`src/pkg/fault_monitor_pkg.sv`:
```
// constants and types shared by the fieldbus fault monitor
package fault_monitor_pkg;

    // clock and timing
    localparam int CLK_PERIOD_NS   = 40;
    localparam int MODE_GAP_NS     = 2000000;
    localparam int MODE_GAP_CYCLES = (MODE_GAP_NS + CLK_PERIOD_NS - 1) / CLK_PERIOD_NS;
    localparam int CNT_W           = 16;

    // main error numbers
    localparam logic [7:0] MAIN_STATE   = 8'h83;
    localparam logic [7:0] MAIN_NODE    = 8'h88;
    localparam logic [7:0] MAIN_SETTING = 8'h90;
    localparam logic [7:0] MAIN_CMD     = 8'h91;

    // sub error numbers
    localparam logic [7:0] SUB_NONE         = 8'h00;
    localparam logic [7:0] SUB_STATE_CHANGE = 8'h01;
    localparam logic [7:0] SUB_ILLEGAL      = 8'h02;
    localparam logic [7:0] SUB_SYNC         = 8'h03;
    localparam logic [7:0] SUB_WDT          = 8'h05;
    localparam logic [7:0] SUB_CMD          = 8'h01;

    // communication state request codes
    localparam logic [3:0] CODE_INIT   = 4'h1;
    localparam logic [3:0] CODE_PREOP  = 4'h2;
    localparam logic [3:0] CODE_BOOT   = 4'h3;
    localparam logic [3:0] CODE_SAFEOP = 4'h4;
    localparam logic [3:0] CODE_OP     = 4'h8;

    // node address switches, status word, sync cycle range
    localparam logic [3:0]  NODE_DIGIT_MAX = 4'h9;
    localparam int          REMOTE_BIT     = 9;
    localparam logic [31:0] SYNC_MIN_NS    = 32'h0003_D090;
    localparam logic [31:0] SYNC_MAX_NS    = 32'h0098_9680;

    // supported operating modes
    localparam logic [7:0] MODE_PP  = 8'h01;
    localparam logic [7:0] MODE_PV  = 8'h03;
    localparam logic [7:0] MODE_HM  = 8'h06;
    localparam logic [7:0] MODE_CSP = 8'h08;
    localparam logic [7:0] MODE_CSV = 8'h09;
    localparam logic [7:0] MODE_CST = 8'h0A;

    // supported homing methods
    localparam logic [7:0] HOME_08 = 8'h08;
    localparam logic [7:0] HOME_12 = 8'h0C;
    localparam logic [7:0] HOME_19 = 8'h13;
    localparam logic [7:0] HOME_20 = 8'h14;
    localparam logic [7:0] HOME_33 = 8'h21;
    localparam logic [7:0] HOME_34 = 8'h22;
    localparam logic [7:0] HOME_35 = 8'h23;

    typedef enum logic [1:0] {ST_INIT, ST_PREOP, ST_SAFEOP, ST_OP} comm_state_e;

endpackage

```
`src/pkg/count_link_if.sv`:
```
// link between the monitor and its counting helpers
`timescale 1ns/1ps
interface count_link_if #(parameter int W = 16);
    logic         bump;
    logic         restart;
    logic [W-1:0] limit;
    logic         hit;

    modport owner  (output bump, output restart, output limit, input hit);
    modport worker (input bump, input restart, input limit, output hit);
endinterface

```
`src/verilog/consec_counter.sv`:
```
// counter of consecutive events with a one-cycle over-limit pulse
`timescale 1ns/1ps
module consec_counter #(
    parameter int W = 16
) (
    input  wire logic   clock_i,
    input  wire logic   reset_i,
    count_link_if.worker link
);
    logic [W-1:0] count_reg;
    logic         hit_reg;
    logic [W-1:0] count_next;

    // saturating increment, cleared by a good event
    assign count_next = (count_reg == {W{1'b1}}) ? count_reg : count_reg + 1'b1;

    always_ff @(posedge clock_i or posedge reset_i) begin
        if (reset_i) begin
            count_reg <= '0;
        end else if (link.restart) begin
            count_reg <= '0;
        end else if (link.bump) begin
            count_reg <= count_next;
        end
    end

    // pulse on each event that takes the run past the limit
    always_ff @(posedge clock_i or posedge reset_i) begin
        if (reset_i) begin
            hit_reg <= 1'b0;
        end else begin
            hit_reg <= link.bump && !link.restart && (count_next > link.limit);
        end
    end

    assign link.hit = hit_reg;
endmodule

```
`src/verilog/gap_timer.sv`:
```
// elapsed-time counter, hit once the limit is reached
`timescale 1ns/1ps
module gap_timer #(
    parameter int W = 16
) (
    input  wire logic   clock_i,
    input  wire logic   reset_i,
    count_link_if.worker link
);
    logic [W-1:0] count_reg;

    // count while running, saturate at the limit
    always_ff @(posedge clock_i or posedge reset_i) begin
        if (reset_i) begin
            count_reg <= '0;
        end else if (link.restart) begin
            count_reg <= '0;
        end else if (link.bump && (count_reg < link.limit)) begin
            count_reg <= count_reg + 1'b1;
        end
    end

    assign link.hit = (count_reg >= link.limit);
endmodule

```
`src/verilog/fieldbus_fault_monitor.sv`:
```
// fieldbus slave fault detection and error number reporting
//
// How it works
// - state request not reachable from current state reports 83.1
// - state request with undefined code reports 83.2
// - consecutive sync-period receive failures beyond configured limit report 83.3
// - process data silent longer than watchdog period reports 83.5
// - node address switches outside 00..99 at power-on report 88.0
// - out-of-range sync cycle setting written reports 90.0
// - request for unsupported state reports 90.0
// - leaving operational while remote and enabled reports 91.1
// - unsupported operating mode written reports 91.1
// - operating mode changed again within 2 ms reports 91.1
// - homing started with unsupported method reports 91.1
// - consecutive data-setting warnings beyond configured limit report 91.1
`timescale 1ns/1ps
module fieldbus_fault_monitor
    import fault_monitor_pkg::*;
#(
    parameter int GAP_CYCLES = MODE_GAP_CYCLES
) (
    input  wire logic              clock_i,
    input  wire logic              reset_i,
    input  wire logic              state_cmd_valid_i,
    input  wire logic [3:0]        state_cmd_i,
    input  wire logic              pdo_rx_i,
    input  wire logic              sync_event_i,
    input  wire logic [CNT_W-1:0]  comm_err_limit_i,
    input  wire logic [CNT_W-1:0]  wdt_period_i,
    input  wire logic [3:0]        node_tens_i,
    input  wire logic [3:0]        node_ones_i,
    input  wire logic              sync_cycle_wr_i,
    input  wire logic [31:0]       sync_cycle_ns_i,
    input  wire logic [15:0]       status_word_i,
    input  wire logic              op_enabled_i,
    input  wire logic              mode_wr_i,
    input  wire logic [7:0]        mode_val_i,
    input  wire logic              homing_start_i,
    input  wire logic [7:0]        homing_method_i,
    input  wire logic              data_warn_i,
    input  wire logic              data_ok_i,
    input  wire logic [CNT_W-1:0]  warn_limit_i,
    input  wire logic              error_clear_i,
    output logic                   error_active_o,
    output logic [7:0]             error_main_o,
    output logic [7:0]             error_sub_o,
    output logic [3:0]             comm_state_o
);

    comm_state_e state_reg;
    comm_state_e state_next;
    logic        por_done_reg;
    logic        rx_seen_reg;
    logic        wdt_armed_reg;
    logic        mode_seen_reg;
    logic [7:0]  mode_reg;
    logic        cmd_defined;
    logic        cmd_allowed;
    logic        remote_lock;
    logic        f_node;
    logic        f_undef;
    logic        f_unsup;
    logic        f_remote;
    logic        f_trans;
    logic        f_setting;
    logic        f_sync;
    logic        f_wdt;
    logic        f_mode;
    logic        f_gap;
    logic        f_home;
    logic        f_warn;
    logic        mode_change;
    logic        fault_any;
    logic [7:0]  fault_main;
    logic [7:0]  fault_sub;

    count_link_if #(.W(CNT_W)) sync_link ();
    count_link_if #(.W(CNT_W)) wdt_link ();
    count_link_if #(.W(CNT_W)) gap_link ();
    count_link_if #(.W(CNT_W)) warn_link ();

    // supported operating modes
    function automatic logic mode_ok(input logic [7:0] m);
        return (m == MODE_PP) || (m == MODE_PV) || (m == MODE_HM) ||
               (m == MODE_CSP) || (m == MODE_CSV) || (m == MODE_CST);
    endfunction

    // supported homing methods
    function automatic logic homing_ok(input logic [7:0] h);
        return (h == HOME_08) || (h == HOME_12) || (h == HOME_19) || (h == HOME_20) ||
               (h == HOME_33) || (h == HOME_34) || (h == HOME_35);
    endfunction

    // protocol code of the current state
    function automatic logic [3:0] state_code(input comm_state_e s);
        case (s)
            ST_INIT:   return CODE_INIT;
            ST_PREOP:  return CODE_PREOP;
            ST_SAFEOP: return CODE_SAFEOP;
            ST_OP:     return CODE_OP;
            default:   return CODE_INIT;
        endcase
    endfunction

    // decode a state request against the current state
    always_comb begin
        cmd_defined = (state_cmd_i == CODE_INIT) || (state_cmd_i == CODE_PREOP) ||
                      (state_cmd_i == CODE_BOOT) || (state_cmd_i == CODE_SAFEOP) ||
                      (state_cmd_i == CODE_OP);
        state_next  = state_reg;
        case (state_cmd_i)
            CODE_INIT:   state_next = ST_INIT;
            CODE_PREOP:  state_next = ST_PREOP;
            CODE_SAFEOP: state_next = ST_SAFEOP;
            CODE_OP:     state_next = ST_OP;
            default:     state_next = state_reg;
        endcase
        case (state_reg)
            ST_INIT:   cmd_allowed = (state_cmd_i == CODE_INIT) || (state_cmd_i == CODE_PREOP);
            ST_PREOP:  cmd_allowed = (state_cmd_i != CODE_OP);
            ST_SAFEOP: cmd_allowed = 1'b1;
            ST_OP:     cmd_allowed = 1'b1;
            default:   cmd_allowed = 1'b0;
        endcase
        remote_lock = status_word_i[REMOTE_BIT] && op_enabled_i &&
                      (state_reg == ST_OP) && (state_cmd_i != CODE_OP);
    end

    // individual fault conditions
    assign f_node    = !por_done_reg && ((node_tens_i > NODE_DIGIT_MAX) ||
                                         (node_ones_i > NODE_DIGIT_MAX));
    assign f_undef   = state_cmd_valid_i && !cmd_defined;
    assign f_unsup   = state_cmd_valid_i && (state_cmd_i == CODE_BOOT);
    assign f_remote  = state_cmd_valid_i && cmd_defined && remote_lock;
    assign f_trans   = state_cmd_valid_i && cmd_defined && !cmd_allowed;
    assign f_setting = sync_cycle_wr_i && ((sync_cycle_ns_i < SYNC_MIN_NS) ||
                                           (sync_cycle_ns_i > SYNC_MAX_NS));
    assign f_sync    = sync_link.hit;
    assign f_wdt     = wdt_armed_reg && wdt_link.hit && (wdt_period_i != '0);
    assign mode_change = mode_wr_i && mode_ok(mode_val_i) && (mode_val_i != mode_reg);
    assign f_mode    = mode_wr_i && !mode_ok(mode_val_i);
    assign f_gap     = mode_change && mode_seen_reg && !gap_link.hit;
    assign f_home    = homing_start_i && !homing_ok(homing_method_i);
    assign f_warn    = warn_link.hit;

    // fixed priority among faults found in the same cycle
    always_comb begin
        fault_any  = 1'b1;
        fault_main = MAIN_CMD;
        fault_sub  = SUB_CMD;
        if (f_node) begin
            fault_main = MAIN_NODE;
            fault_sub  = SUB_NONE;
        end else if (f_undef) begin
            fault_main = MAIN_STATE;
            fault_sub  = SUB_ILLEGAL;
        end else if (f_unsup || f_setting) begin
            fault_main = MAIN_SETTING;
            fault_sub  = SUB_NONE;
        end else if (f_remote) begin
            fault_main = MAIN_CMD;
            fault_sub  = SUB_CMD;
        end else if (f_trans) begin
            fault_main = MAIN_STATE;
            fault_sub  = SUB_STATE_CHANGE;
        end else if (f_sync) begin
            fault_main = MAIN_STATE;
            fault_sub  = SUB_SYNC;
        end else if (f_wdt) begin
            fault_main = MAIN_STATE;
            fault_sub  = SUB_WDT;
        end else if (f_mode || f_gap || f_home || f_warn) begin
            fault_main = MAIN_CMD;
            fault_sub  = SUB_CMD;
        end else begin
            fault_any  = 1'b0;
        end
    end

    // power-on checks run in the first cycle after reset release only
    always_ff @(posedge clock_i or posedge reset_i) begin
        if (reset_i) begin
            por_done_reg <= 1'b0;
        end else begin
            por_done_reg <= 1'b1;
        end
    end

    // communication state follows accepted requests
    always_ff @(posedge clock_i or posedge reset_i) begin
        if (reset_i) begin
            state_reg <= ST_INIT;
        end else if (state_cmd_valid_i && cmd_defined && cmd_allowed && !remote_lock &&
                     (state_cmd_i != CODE_BOOT)) begin
            state_reg <= state_next;
        end
    end

    // receive seen in the current sync period; a receive beats the period end
    always_ff @(posedge clock_i or posedge reset_i) begin
        if (reset_i) begin
            rx_seen_reg <= 1'b0;
        end else if (pdo_rx_i) begin
            rx_seen_reg <= !sync_event_i;
        end else if (sync_event_i) begin
            rx_seen_reg <= 1'b0;
        end
    end

    // consecutive receive failures, counted in safe-op and op only
    assign sync_link.bump    = sync_event_i && !rx_seen_reg && !pdo_rx_i &&
                               ((state_reg == ST_SAFEOP) || (state_reg == ST_OP));
    assign sync_link.restart = sync_event_i && (rx_seen_reg || pdo_rx_i);
    assign sync_link.limit   = comm_err_limit_i;

    consec_counter #(.W(CNT_W)) u_sync_count (
        .clock_i (clock_i),
        .reset_i (reset_i),
        .link    (sync_link)
    );

    // watchdog armed by the first process data, dropped outside safe-op/op or on expiry
    always_ff @(posedge clock_i or posedge reset_i) begin
        if (reset_i) begin
            wdt_armed_reg <= 1'b0;
        end else if (f_wdt || ((state_reg != ST_SAFEOP) && (state_reg != ST_OP))) begin
            wdt_armed_reg <= 1'b0;
        end else if (pdo_rx_i) begin
            wdt_armed_reg <= 1'b1;
        end
    end

    assign wdt_link.bump    = wdt_armed_reg;
    assign wdt_link.restart = pdo_rx_i || !wdt_armed_reg;
    assign wdt_link.limit   = wdt_period_i;

    gap_timer #(.W(CNT_W)) u_wdt_timer (
        .clock_i (clock_i),
        .reset_i (reset_i),
        .link    (wdt_link)
    );

    // last accepted operating mode and whether one was seen
    always_ff @(posedge clock_i or posedge reset_i) begin
        if (reset_i) begin
            mode_reg      <= 8'h00;
            mode_seen_reg <= 1'b0;
        end else if (mode_change) begin
            mode_reg      <= mode_val_i;
            mode_seen_reg <= 1'b1;
        end
    end

    // time since the last mode change
    assign gap_link.bump    = 1'b1;
    assign gap_link.restart = mode_change;
    assign gap_link.limit   = CNT_W'(GAP_CYCLES - 1);

    gap_timer #(.W(CNT_W)) u_gap_timer (
        .clock_i (clock_i),
        .reset_i (reset_i),
        .link    (gap_link)
    );

    // consecutive data-setting warnings
    assign warn_link.bump    = data_warn_i;
    assign warn_link.restart = data_ok_i && !data_warn_i;
    assign warn_link.limit   = warn_limit_i;

    consec_counter #(.W(CNT_W)) u_warn_count (
        .clock_i (clock_i),
        .reset_i (reset_i),
        .link    (warn_link)
    );

    // first fault latched; a fault in the clear cycle wins over the clear
    always_ff @(posedge clock_i or posedge reset_i) begin
        if (reset_i) begin
            error_active_o <= 1'b0;
            error_main_o   <= 8'h00;
            error_sub_o    <= 8'h00;
        end else if (fault_any && (!error_active_o || error_clear_i)) begin
            error_active_o <= 1'b1;
            error_main_o   <= fault_main;
            error_sub_o    <= fault_sub;
        end else if (error_clear_i) begin
            error_active_o <= 1'b0;
            error_main_o   <= 8'h00;
            error_sub_o    <= 8'h00;
        end
    end

    // current state code for the host
    always_ff @(posedge clock_i or posedge reset_i) begin
        if (reset_i) begin
            comm_state_o <= CODE_INIT;
        end else begin
            comm_state_o <= state_code(state_reg);
        end
    end
endmodule

```
`config.mk`:
```
export PLATFORM = sky130hd
export DESIGN_NAME = fieldbus_fault_monitor
export DESIGN_NICKNAME = d
export VERILOG_FILES = /design/src/pkg/fault_monitor_pkg.sv /design/src/pkg/count_link_if.sv /design/src/verilog/consec_counter.sv /design/src/verilog/gap_timer.sv /design/src/verilog/fieldbus_fault_monitor.sv
export SDC_FILE = /design/constraint.sdc
export NUM_CORES = 1
export LEC_CHECK = 0
export ABC_AREA = 1
export BUFFER_PORTS_ARGS = -buffer_cell sky130_fd_sc_hd__buf_2
export CAP_MARGIN = 25
export CORE_UTILIZATION = 45
export CTS_CLUSTER_DIAMETER = 40
export DETAILED_ROUTE_END_ITERATION = 7
export GPL_TIMING_DRIVEN = 0
export PLACE_DENSITY_LB_ADDON = 0.12
export SYNTH_ARGS = -nofsm -noshare
export SYNTH_HDL_FRONTEND = slang
export SYNTH_SLANG_ARGS = --single-unit
```
`constraint.sdc`:
```
create_clock -name clock_i -period 5.4 [get_ports clock_i]
set_clock_uncertainty 0.15 [all_clocks]
set_input_delay 0.27 -clock clock_i [delete_from_list [all_inputs] [get_ports clock_i]]
set_output_delay 0.27 -clock clock_i [all_outputs]
set_load 0.05 [all_outputs]
```
Word level (Yosys, flattened, before mapping)
Cells that the tools add are included.

word-level totals
  bits in registers = 101
  input bits = 136
  output and inout bits = 21
  logic and storage cells = 188

operators by class
  $add $sub $neg = 4
  $lt $le $gt $ge = 10
  eq/ne operators = 28
  multiplexer cells = 44
  reductions and logical operators = 86

operators by type and width
  cell                                                                    count
  16-bit 2-to-1 mux                                                       10
  16-bit by 1-bit adder with 16-bit output, second input constant         4
  8-bit by 4-bit == test with 1-bit output, second input constant         5
  5-bit 2-to-1 mux                                                        7
  1-bit logical AND                                                       33
  16-bit == test, second input constant                                   2
  16-bit > comparator                                                     2
  32-bit by 24-bit > comparator with 1-bit output, second input constant  1
  32-bit by 18-bit < comparator with 1-bit output, second input constant  1
  1-bit logical OR                                                        26
  8-bit by 6-bit == test with 1-bit output, second input constant         3
  8-bit 2-to-1 mux                                                        3
  3-bit 2-to-1 mux                                                        7
  8-bit by 5-bit == test with 1-bit output, second input constant         2
  16-bit greater-or-equal comparator                                      1
  16-bit greater-or-equal comparator, second input constant               1
  16-bit < comparator                                                     1
  16-bit < comparator, second input constant                              1
  4-bit case mux with 4 select lines                                      1
  16-bit nonzero test                                                     1
  1-bit logical NOT                                                       15
  1-bit 2-to-1 mux                                                        14
  2-bit nonzero test                                                      7
  4-bit by 2-bit == test with 1-bit output, second input constant         2
  19 further kinds                                                        22

Longest topological paths before layout
Gate-level depths: netlist of run 1.

  depth in word-level cells = 23
  depth in mapped cells = 18
  depth with buffers taken out = 18

By module
Synthesis of run 1 repeated with hierarchy kept, for this count alone.

unflattened totals
  cell total of the unflattened synthesis = 1,231
  area, all modules = 8,124.0 sq um

by module, submodules not included
  module                  times used  cells an instance  area each (sq um)  sequential area each (sq um)
  consec_counter          2           244                1,589.0            425.4
  gap_timer               2           223                1,522.7            400.4
  fieldbus_fault_monitor  1           297                1,900.6            651.9

Least setup slack after synthesis of run 1
No wires, ideal clock.

  path kind = register to register
  start = reg u_warn_count.count_reg[2]
  end = reg u_warn_count.hit_reg, in the netlist u_warn_count.link.hit
  library setup time = 0.133 ns
  data arrival time = 2.367 ns
  data required time = 5.117 ns
  path slack = 2.750 ns
  cell stages (with the launch flop) = 15
  path buffers = 1
  period minus slack after synthesis = 2.650 ns
  path through = dfrtp_1 > inv_2 > nor3_2 > nand2_1 > nor3_2 > nand2_1 > buf_6 > nand2_1 > xor2_1 > inv_1 > ha_1 > nand2_1 > or3_1 > o41ai_1 > a21oi_1

between the ends
  longest elaborated chain between the ends = 4
  elaborated cells between the ends (all ways) = 5
  classes of those cells = add/sub (1); order compare (1); eq/ne (1); mux (1); reduce/logical (1)

ends and longest elaborated chain
  what                                                                               line                  text
  start, declared                                                                    consec_counter.sv:10  logic [W-1:0] count_reg;
  start signal, assigned                                                             consec_counter.sv:23  count_reg <= count_next;
  16-bit by 1-bit adder with 16-bit output / 16-bit == test (equally long branches)  consec_counter.sv:15  assign count_next = (count_reg == {W{1'b1}}) ? count_reg : count_reg + 1'b1;
  16-bit 2-to-1 mux *                                                                consec_counter.sv:15
  16-bit > comparator *                                                              consec_counter.sv:32  hit_reg <= link.bump && !link.restart && (count_next > link.limit);
  1-bit logical AND *                                                                consec_counter.sv:32
  end signal, assigned                                                               consec_counter.sv:32
  end, declared                                                                      consec_counter.sv:11  logic hit_reg;

Every way passes the cells marked *; elsewhere a longest branch is shown, timed or not.
A chain may end at the register's enable or synchronous reset.

Worst setup path after layout of run 1
  start = reg u_warn_count.count_reg[3]
  end = reg u_warn_count.hit_reg, in the netlist u_warn_count.link.hit

Same word-level chain as after synthesis.

==> results.ini, run 1 <==
[timing]
hold_viol = 0
setup_violations = 0
finalMaxSlewViolations = 0
rsz0062_at_grt = no
fin_crit_ps = 3327
clock.fmax_mhz = 300.6
timing.slew.headroom_pct = 61.72
tns_ps = 0
tightest_slew_ps = 572.0
finalCritPeriodShare_pct = 61.61

[layout]
antenna_cells = 0
syn_to_final_growth_pct = 18.40
drive_gt1_share_pct = 18.34
final_net_count = 1306
instances_no_fill = 1307

[synthesis]
avgSynthCellArea_sq_um = 7.089
yosys-top-cells-area = dfrtp_1 (33%), nand2_1 (11%), inv_1 (10%), ha_1 (9.5%), nor2_1 (4.8%)
synth_top_cell_by_area = dfrtp_1
ys_ff_latch = 92
async_flop_share_pct = 100.0
syn-cell-area_sq_mm = 0.006855
yosys_warnings = 0
ys.flop_type = dfrtp_1
synth_top_area_share_pct = 33.22
synth-seq-area-share_pct = 33.60
ys_top_cells_by_count = nand2_1 (198), inv_1 (184), dfrtp_1 (91), nor2_1 (88), a21oi_1 (57)
ys_types = 48
yosysMostFrequentCell = nand2_1
netlist_instances = 967
synth_edf_count = 0

[place]
port_buffers = 130
hpwlAfterDp_mm = 12.54
placedCellCount = 1289
gp_congestion = 0.8628

[routing]
top_layer = met4
wirelength_mm = 15.59
drc = 18
ant_nets = 0
wl_met2_mm = 7.358
dr_wl_met3_microns = 735
firstDrtPassIters = 7
drt-initial-drc-count = 305
avgRoutedWirePerCell_microns = 11.93
routed_via_density = 4.923
vias = 6435
wl_met1_mm = 7.285

[global_route]
grt_pass1_wl_mm = 26.62
grt_overflow = 0
grt_pass1_vias = 5947
antenna_found_initial = 0
grt_max_degree = 60
track_usage_pct = 20.95

[clock_network]
clkLatencyLatePin_ps = 360
cts_root_buf = clkbuf_16
cts_sinks = 92
post_cts_resize_count = 0
cts.clk_slew.worst_paths_ps = 60
clk_path_buf_depth = 2
cts_max_level = 3
cts_tree = yes
cts_buffers = 9

[setup_path]
required_ps = 5460
worstPathMaxFanout = 10
worst_setup_path_end_kind = flop
cp_data_arrival_time_ps = 3380
critPathLaunchType = flop
crit_type = reg2reg

[power_and_ir_drop]
p_leak_uw = 0.004354
powerDensity_mw_per_mm2 = 243.9
peakVddDrop_mv = 0.1602
power_uw = 1979

[floorplan]
row_count = 44
initial_core_util_pct = 46.64
die-area_sq_mm = 0.01573
fp.dieW_microns = 125.4
core-area_sq_mm = 0.01470
die_y_microns = 125.4
ios = 157

[worst_hold_path]
hold_class = in2reg

[status]
violations = DRC
status = complete, but fails checks

[job]
cap_viol_max_count = 0

## worst paths after layout
path                                      startpoint  cells past startpoint  slack [ps]                          to
max reg2reg                u_warn_count.count_reg[3]                     14        2070       u_warn_count.link.hit
max                        u_warn_count.count_reg[3]                     14        2070       u_warn_count.link.hit
max in group asynchronous                    reset_i                      4        4090             comm_state_o[0]
min in group asynchronous                    reset_i                      3         330  u_warn_count.count_reg[13]
min                                    mode_val_i[1]                      3          40                 mode_reg[1]
min reg2reg                             state_reg[0]                      1         310             comm_state_o[0]
## metrics by stage
step | hold WS (ps) | util [%] | setup slack, ps | area (sq um)
after global routing | 53.02 | 55.22 | 1888 | 8117
final | 39.91 | 55.22 | 2073 | 8117
after floorplan | 186.4 | - | 2590 | 6882
after CTS | 37.59 | 55.22 | 2074 | 8117
after detailed placement | 179.4 | 53.01 | 2087 | 7792
after global placement | 289.1 | 52.81 | 1329 | 7762
## report_power, final
part           internal [uW]  switching [uW]  total (uW)
logic                    171             307         479
registers                776            69.6         846
clock network            385             270         655
## kinds of logic after synthesis
kind of cell	count (synthesis)	share of synthesized area, %
AOI/OAI and AO/OA	148	12.06
xor gates and xnor gates	28	3.577
adders and majority gates	52	9.491
buffers and inverters	213	12.39
DFF	92	33.60
other	2	0.1095
and+or+nand+nor	432	28.76
## critical path, cell delays in order (launching register included)
cell     delay (ps)
dfrtp_1         410
nand2_1         140
nor3_2          160
nand2_1         100
nor3_2          170
nand2_1         130
buf_6           170
nand2_1          80
xor2_1          240
inv_1            80
ha_1            300
nand2_1          80
or3_1           400
o41ai_1         450
a21oi_1         130
## layer usage
layer | vias to the layer above | track usage [%]
li1 | 3413 | -
met1 | 2855 | 26.00
met2 | 152 | 36.96
met3 | 15 | 3.295
met4 | 0 | 6.958
met5 | - | 0
## layout by cell type (no fill, tap or decap), types with 3 or more instances in the layout
cell and n:
nor2_4 5, o21ai_0 51, ha_1 52, nor2_2 3, or2_2 4, inv_2 8, o22ai_1 13, a21oi_2 3
xor2_1 19, xnor2_1 9, a21oi_1 57, dfrtp_1 91, nand2_2 7, nand3_1 52, nand4_1 25, conb_1 9
buf_2 135, a211oi_1 5, nor3_1 24, nor2_1 88, clkbuf_16 9, nor3_2 3, buf_4 9, nand2_1 198
inv_1 183, nand3_2 4, nor4_1 7, o21ai_1 7, clkbuf_1 7, nand3b_1 4
## final cells by class
cell class	instances	area (sq um)
plain buffers	20	122.6
clock buffers	13	260.3
clock inverters	3	43.79
fillers	1461	6583
inverters	193	729.5
multi-input cells	669	3729
flip-flops and latches	92	2303
well taps	184	230.2
repair buffers	133	698.2
## timing repair
item / CTS / global route
hold buffers: 2 / 0
hold endpoints to repair: 34 / 0
buffers inserted: 0 / 0
Power figures use the tool's default switching activity.
==> run 2: changes to the inputs <==
Clock period 5.4 ns to 3.2 ns, I/O delays scaled along.
==> results.ini, run 2 (same netlist as run 1, synthesis figures left out) <==
[status]
status = complete, but fails checks
violations = DRC

[clock_network]
clkLatencyLatePin_ps = 350  ; about the same
cts_sinks = 92  ; unchanged
cts_buffers = 9  ; unchanged
cts_max_level = 3  ; unchanged
clk_path_buf_depth = 2  ; unchanged
cts_tree = yes
cts_root_buf = clkbuf_16
cts.clk_slew.worst_paths_ps = 70  ; about the same

[global_route]
antenna_found_initial = 0  ; unchanged
grt_pass1_wl_mm = 26.71  ; +0.33%
grt_max_degree = 60  ; unchanged
grt_overflow = 0  ; unchanged
track_usage_pct = 21.02  ; +0.074 points
grt_pass1_vias = 5971  ; +0.40%

[routing]
drc = 18  ; unchanged
routed_via_density = 4.920  ; about the same
wirelength_mm = 15.83  ; +1.5%
ant_nets = 0  ; unchanged
avgRoutedWirePerCell_microns = 11.97  ; +0.36%
drt-initial-drc-count = 321  ; +5.2%
vias = 6504  ; +1.1%
firstDrtPassIters = 7  ; unchanged

[layout]
drive_gt1_share_pct = 20.47  ; +2.1 points
mostFrequentLayoutCell = nand2_1
final_cell_mix = nand2_1 (195), inv_1 (182), buf_2 (136), dfrtp_1 (91), nor2_1 (87)
final_net_count = 1321  ; +1.1%
fin_area_sq_mm = 0.008335  ; +2.7%
syn_to_final_growth_pct = 21.59
antenna_cells = 0  ; unchanged
instances_no_fill = 1322  ; +1.1%

[power_and_ir_drop]
clkPwrFrac_pct = 33.0  ; about the same
peakVddDrop_mv = 0.2695  ; +68%
powerDensity_mw_per_mm2 = 402.9  ; +65%
p_seq_share_pct = 42.5  ; -0.2 points
p_leak_uw = 0.004439  ; +1.9%
p_comb_share_pct = 24.5  ; +0.3 points
swShare_pct = 32.74  ; +0.077 points
power_uw = 3358  ; +70%
p_int_uw = 2259  ; +69%
p_switching_uw = 1100  ; +70%

[place]
dpl_cell_area_sq_mm = 0.007792  ; unchanged
placedCellCount = 1289  ; unchanged
port_buffers = 130  ; unchanged
hpwlAfterDp_mm = 12.54  ; unchanged
gp_congestion = 0.8628  ; unchanged

[timing]
timing.slew.headroom_pct = 63.77  ; +2.0 points
setup_violations = 0  ; unchanged
hold_viol = 0  ; unchanged
finalCritPeriodShare_pct = 97.27  ; +36 points
clock.fmax_mhz = 321.3  ; +6.9%
hold_ws_ps = 14.15  ; -25.76 ps
finalMaxSlewViolations = 0  ; unchanged
rsz0062_at_grt = yes
tightest_slew_ps = 541.4  ; -30.60 ps
fin_crit_ps = 3113  ; -214.4 ps

[floorplan]
row_count = 44  ; unchanged
initial_core_util_pct = 46.64  ; unchanged
ios = 157  ; unchanged
die-area_sq_mm = 0.01573  ; unchanged
core-area_sq_mm = 0.01470  ; unchanged
die_y_microns = 125.4  ; unchanged
fp.dieW_microns = 125.4  ; unchanged

[setup_path]
crit_type = reg2reg
critPathLaunchType = flop
worst_setup_path_end_kind = flop
worstPathMaxFanout = 5  ; -5
cp_data_arrival_time_ps = 3190  ; -190 ps
required_ps = 3280  ; -2180 ps

[worst_hold_path]
hold_class = in2reg

[job]
cap_viol_max_count = 0  ; unchanged

## run 2: cell count changes in the layout (fill, tap and decap cells not counted), sizes merged
| cell | previous run | this run |
|---|---|---|
| buf | 146 | 156 |
| dlygate4sd3 | 2 | 7 |
## run 2: metal layers
metal,global-route usage [%],up-vias,share of wire (%)
met3,3.166,19,4.7
met4,6.958,0,1.5
li1,-,3437,-
met1,26.14,2891,46
met5,0,-,0
met2,37.16,157,48
## run 2: power by group through the flow
stage / Clock (uW) / Sequential [uW] / Combinational, uW
after floorplan: 0 / 1520 / 491
after global placement: 0 / 1450 / 799
after detailed placement: 0 / 1450 / 814
after CTS: 1130 / 1430 / 825
after global routing: 1190 / 1450 / 939
final: 1110 / 1430 / 824
## run 2: cell type report
cell class / count / area, sq um
Fill cell: 1445 / 6364
Multi-Input combinational cell: 669 / 3825
Sequential cell: 92 / 2303
Timing Repair Buffer: 148 / 820.8
Inverter: 193 / 729.5
Clock buffer: 13 / 260.3
Tap cell: 184 / 230.2
Buffer: 20 / 122.6
Clock inverter: 3 / 43.79
## run 2: repair_timing
action / CTS / global route
pin swaps: 0 / 6
setup buffers: 0 / 9
hold buffers: 7 / 0
cloned: 0 / 1
hold endpoints to repair: 38 / 0
resized for setup: 1 / 18
setup endpoints to repair: 1 / 2
## run 2: path summary, 6_finish.rpt
kind	startpoint	endpoint	slack, ps	cells past startpoint
worst max-delay path	u_warn_count.count_reg[3]	u_warn_count.link.hit	90	14
worst min-delay path	pdo_rx_i	wdt_armed_reg	10	3
worst max register to register	u_warn_count.count_reg[3]	u_warn_count.link.hit	90	14
worst min register to register	state_reg[0]	comm_state_o[0]	310	1
max in group asynchronous	reset_i	comm_state_o[0]	2000	4
min in group asynchronous	reset_i	u_warn_count.count_reg[13]	230	3
## run 2: metrics by stage
step / setup WS [ps] / TNS [ps] / util (%)
6_report: 87.32 / 0 / 56.71
5_1_grt: -43.97 / -43.97 / 56.71
4_1_cts: 12.97 / 0 / 55.61
3_5_place_dp: -113.4 / -113.4 / 53.01
3_3_place_gp: -761.4 / -68790 / 52.81
2_1_floorplan: 499.7 / 0 / -
## run 2: critical path, cell delays in order, from the launching register on
cell	delay [ps]
dfrtp_1	390
nand2_2	100
nor3_2	190
nand2_1	100
nor3_2	230
nand2_1	140
buf_6	170
nand2_2	70
xor2_2	200
inv_2	70
ha_4	270
nand2_2	60
or3_4	410
o41ai_4	350
a21oi_2	70
==> run 3: changes to the inputs <==
Settings changed: ABC_AREA 1 to default, SLEW_MARGIN from default to 20.
==> results.ini, run 3 <==
[clock_network]
cts_max_level = 3  ; unchanged
cts_tree = yes
cts.clk_slew.worst_paths_ps = 70  ; about the same
cts_root_buf = clkbuf_16
cts_sinks = 92  ; unchanged
cts_buffers = 9  ; unchanged
clk_path_buf_depth = 2  ; unchanged
clkLatencyLatePin_ps = 360  ; about the same

[routing]
drc = 0  ; -18
wirelength_mm = 16.06  ; +1.5%
ant_nets = 0  ; unchanged
vias = 5933  ; -8.8%
firstDrtPassIters = 4  ; -3
avgRoutedWirePerCell_microns = 14.76  ; +23%
drt-initial-drc-count = 280  ; -13%
routed_via_density = 5.453  ; +11%

[setup_path]
slowest_stage = dfrtp_1
r2r_end = u_sync_count.link.hit
r2r_cells = 16  ; +2
cp_data_arrival_time_ps = 3150  ; -40 ps
timing.reg2reg.setup_slack_ps = 100  ; +20 ps
critPathLaunchType = flop
worstPathMaxFanout = 4  ; -1
critPathMaxStageDelay_ps = 350  ; -60 ps
worst_setup_path_end_kind = flop
required_ps = 3260  ; -20 ps
cp.depth = 16  ; +2
cp-endpoint = u_sync_count.link.hit
crit_type = reg2reg
r2r-start = u_sync_count.count_reg[4]
worst_path_most_repeated_cell = o21a_1
path_buf_inv = 3  ; +1
critPathLaunch = u_sync_count.count_reg[4]
crit_chain = buf_6 > and4_4 > nand4_1 > buf_4 > nor3_4 > nand2_2 > buf_4 > nand3_1 > o21a_1 > ha_1 > o21a_1 > o21a_1 > o21bai_4 > a21oi_2 > o21ai_2 > a221oi_2
path_delay_family = compound AO/OA/AOI/OAI gates

[synthesis]
synth_top_area_share_pct = 35.13  ; +1.9 points
ys_top_cells_by_count = dfrtp_1 (91), nor2_1 (68), inv_1 (59), nand2_1 (56), ha_1 (52)
avgSynthCellArea_sq_um = 8.904  ; +26%
async_flop_share_pct = 100.0  ; unchanged
synth-seq-area-share_pct = 35.53  ; +1.9 points
yosys_warnings = 0  ; unchanged
synth_top_cell_by_area = dfrtp_1
netlist_instances = 728  ; -25%
synth_edf_count = 0  ; unchanged
syn-cell-area_sq_mm = 0.006482  ; -5.4%
yosysMostFrequentCell = dfrtp_1
ys_ff_latch = 92  ; unchanged
ys.flop_type = dfrtp_1
yosys-top-cells-area = dfrtp_1 (35%), ha_1 (10%), xnor2_1 (4.2%), xor2_1 (4.2%), nor2_1 (3.9%)
ys_types = 66  ; +38%

[place]
hpwlAfterDp_mm = 12.03  ; -4.1%
port_buffers = 129  ; -0.77%
gp_congestion = 0.8234  ; -4.6%
dpl_cell_area_sq_mm = 0.007418  ; -4.8%

[job]
cap_viol_max_count = 0  ; unchanged

[timing]
tightest_slew_ps = 914.3  ; +372.9 ps
rsz0062_at_grt = yes
fin_crit_ps = 3096  ; -17.00 ps
clock.fmax_mhz = 323.0  ; +0.55%
finalCritPeriodShare_pct = 96.74  ; -0.53 points
timing.slew.headroom_pct = 38.58  ; -25 points
finalMaxSlewViolations = 0  ; unchanged
hold_viol = 0  ; unchanged
setup_violations = 0  ; unchanged

[layout]
utilization_pct = 58.24  ; +1.5 points
fin_area_sq_mm = 0.008147  ; -2.3%
seqCellArea_sq_mm = 0.002307  ; +0.16%
syn_to_final_growth_pct = 25.67
multi_input_area_sq_mm = 0.004056  ; +6.1%
n_fill_cell = 1280  ; -11%
final_net_count = 1091  ; -17%
final_cell_mix = buf_2 (129), dfrtp_1 (88), nor2_1 (64), inv_1 (58)
mostFrequentLayoutCell = buf_2
antenna_cells = 0  ; unchanged
drive_gt1_share_pct = 25.99  ; +5.5 points

[global_route]
antenna_found_initial = 0  ; unchanged
track_usage_pct = 22.24  ; +1.2 points
grt_pass1_wl_mm = 26.39  ; -1.2%
grt_pass1_vias = 5986  ; +0.25%
grt_max_degree = 57  ; -5.0%
grt_overflow = 0  ; unchanged

[floorplan]
ios = 157  ; unchanged
fp.dieW_microns = 122.0  ; -2.7%
row_count = 43  ; -2.3%
initial_core_util_pct = 46.34  ; -0.30 points
die_y_microns = 122.0  ; -2.7%
core-area_sq_mm = 0.01399  ; -4.8%
die-area_sq_mm = 0.01489  ; -5.4%

[worst_hold_path]
hold_start = state_cmd_valid_i
hold_class = in2reg
hold_depth = 4  ; +1

[power_and_ir_drop]
powerDensity_mw_per_mm2 = 423.8  ; +5.2%
peakVddDrop_mv = 0.3372  ; +25%
p_leak_uw = 0.003971  ; -11%

[status]
status = completed

run 3: changes by cell type after synthesis, moves of 13 or more:
| cell | change |
|---|---|
| a21oi_1 | -28 |
| a22o_1 | +15 |
| inv_1 | -125 |
| nand2_1 | -142 |
| nand3_1 | -17 |
| nor2_1 | -20 |
| nor3_1 | -13 |
| o21ai_0 | -16 |
| xnor2_1 | +22 |
run 3: cell type report:
cell class              instances  share of cell area, %
clock buffers                   9                  2.765
plain buffers                  25                  1.751
inverters                      59                  2.780
multi-input cells             559                  49.79
clock inverters                 7                 0.7526
repair buffers                157                  11.07
flip-flops and latches         92                  28.32
well taps                     180                  2.765
run 3: through the flow:
| step | setup TNS, ps | hold WS, ps | power, uW | std cells | setup WS [ps] |
|---|---|---|---|---|---|
| 6_report | 0 | 72.96 | 3452 | 1088 | 104.3 |
| 5_1_grt | -50.76 | 80.54 | 3653 | 1088 | -50.76 |
| 4_1_cts | -1.197 | 63.51 | 3461 | 1082 | -1.197 |
| 3_5_place_dp | -722.3 | 44.44 | 2395 | 1045 | -487.9 |
| 3_3_place_gp | -59160 | 213.0 | 2343 | 1044 | -651.4 |
| 2_1_floorplan | 0 | 76.41 | 2113 | 735 | 39.83 |
run 3: tightest hold or removal path: cells and delay by family:
kind,cells,cell delay (ps)
buffers and inverters,1,140
AND/OR/NAND/NOR,2,120
multiplexers,1,120
run 3: power breakdown:
group,internal (uW),switching (uW)
sequential,1330,157
combinational,375,539
clock,539,511
run 3: kinds of logic after synthesis:
| logic type | after synthesis | share of synthesized area [%] |
|---|---|---|
| DFF | 92 | 35.53 |
| xor gates and xnor gates | 62 | 8.377 |
| muxes | 12 | 2.007 |
| AOI/OAI and AO/OA | 152 | 16.50 |
| buffers and inverters | 84 | 5.520 |
| other | 2 | 0.1159 |
| adders and majority gates | 53 | 10.19 |
| and+or+nand+nor | 271 | 21.75 |
run 3: worst min-delay path by stage:
stage / to / slack [ps]
finish: state_reg[1] / 70
global route: error_active_o / 80
CTS: state_reg[1] / 60
detailed placement: u_wdt_timer.count_reg[4] / 40
global placement: u_warn_count.count_reg[15] / 210
floorplan: rx_seen_reg / 80
run 3: what timing repair did:
action                                  in CTS  in global routing
setup buffers                               12                  7
hold endpoints to repair                    46                  0
pin swaps                                    9                 16
gates resized for setup                     18                 30
endpoints found under the setup margin       2                  2
hold buffers                                 9                  0
run 3: metal layers:
layer,wire (microns),up-vias,GRT usage [%]
li1,-,2934,-
met5,0,-,0
met2,7936,127,38.14
met3,589,28,4.728
met4,327,0,8.179
met1,7212,2844,27.30
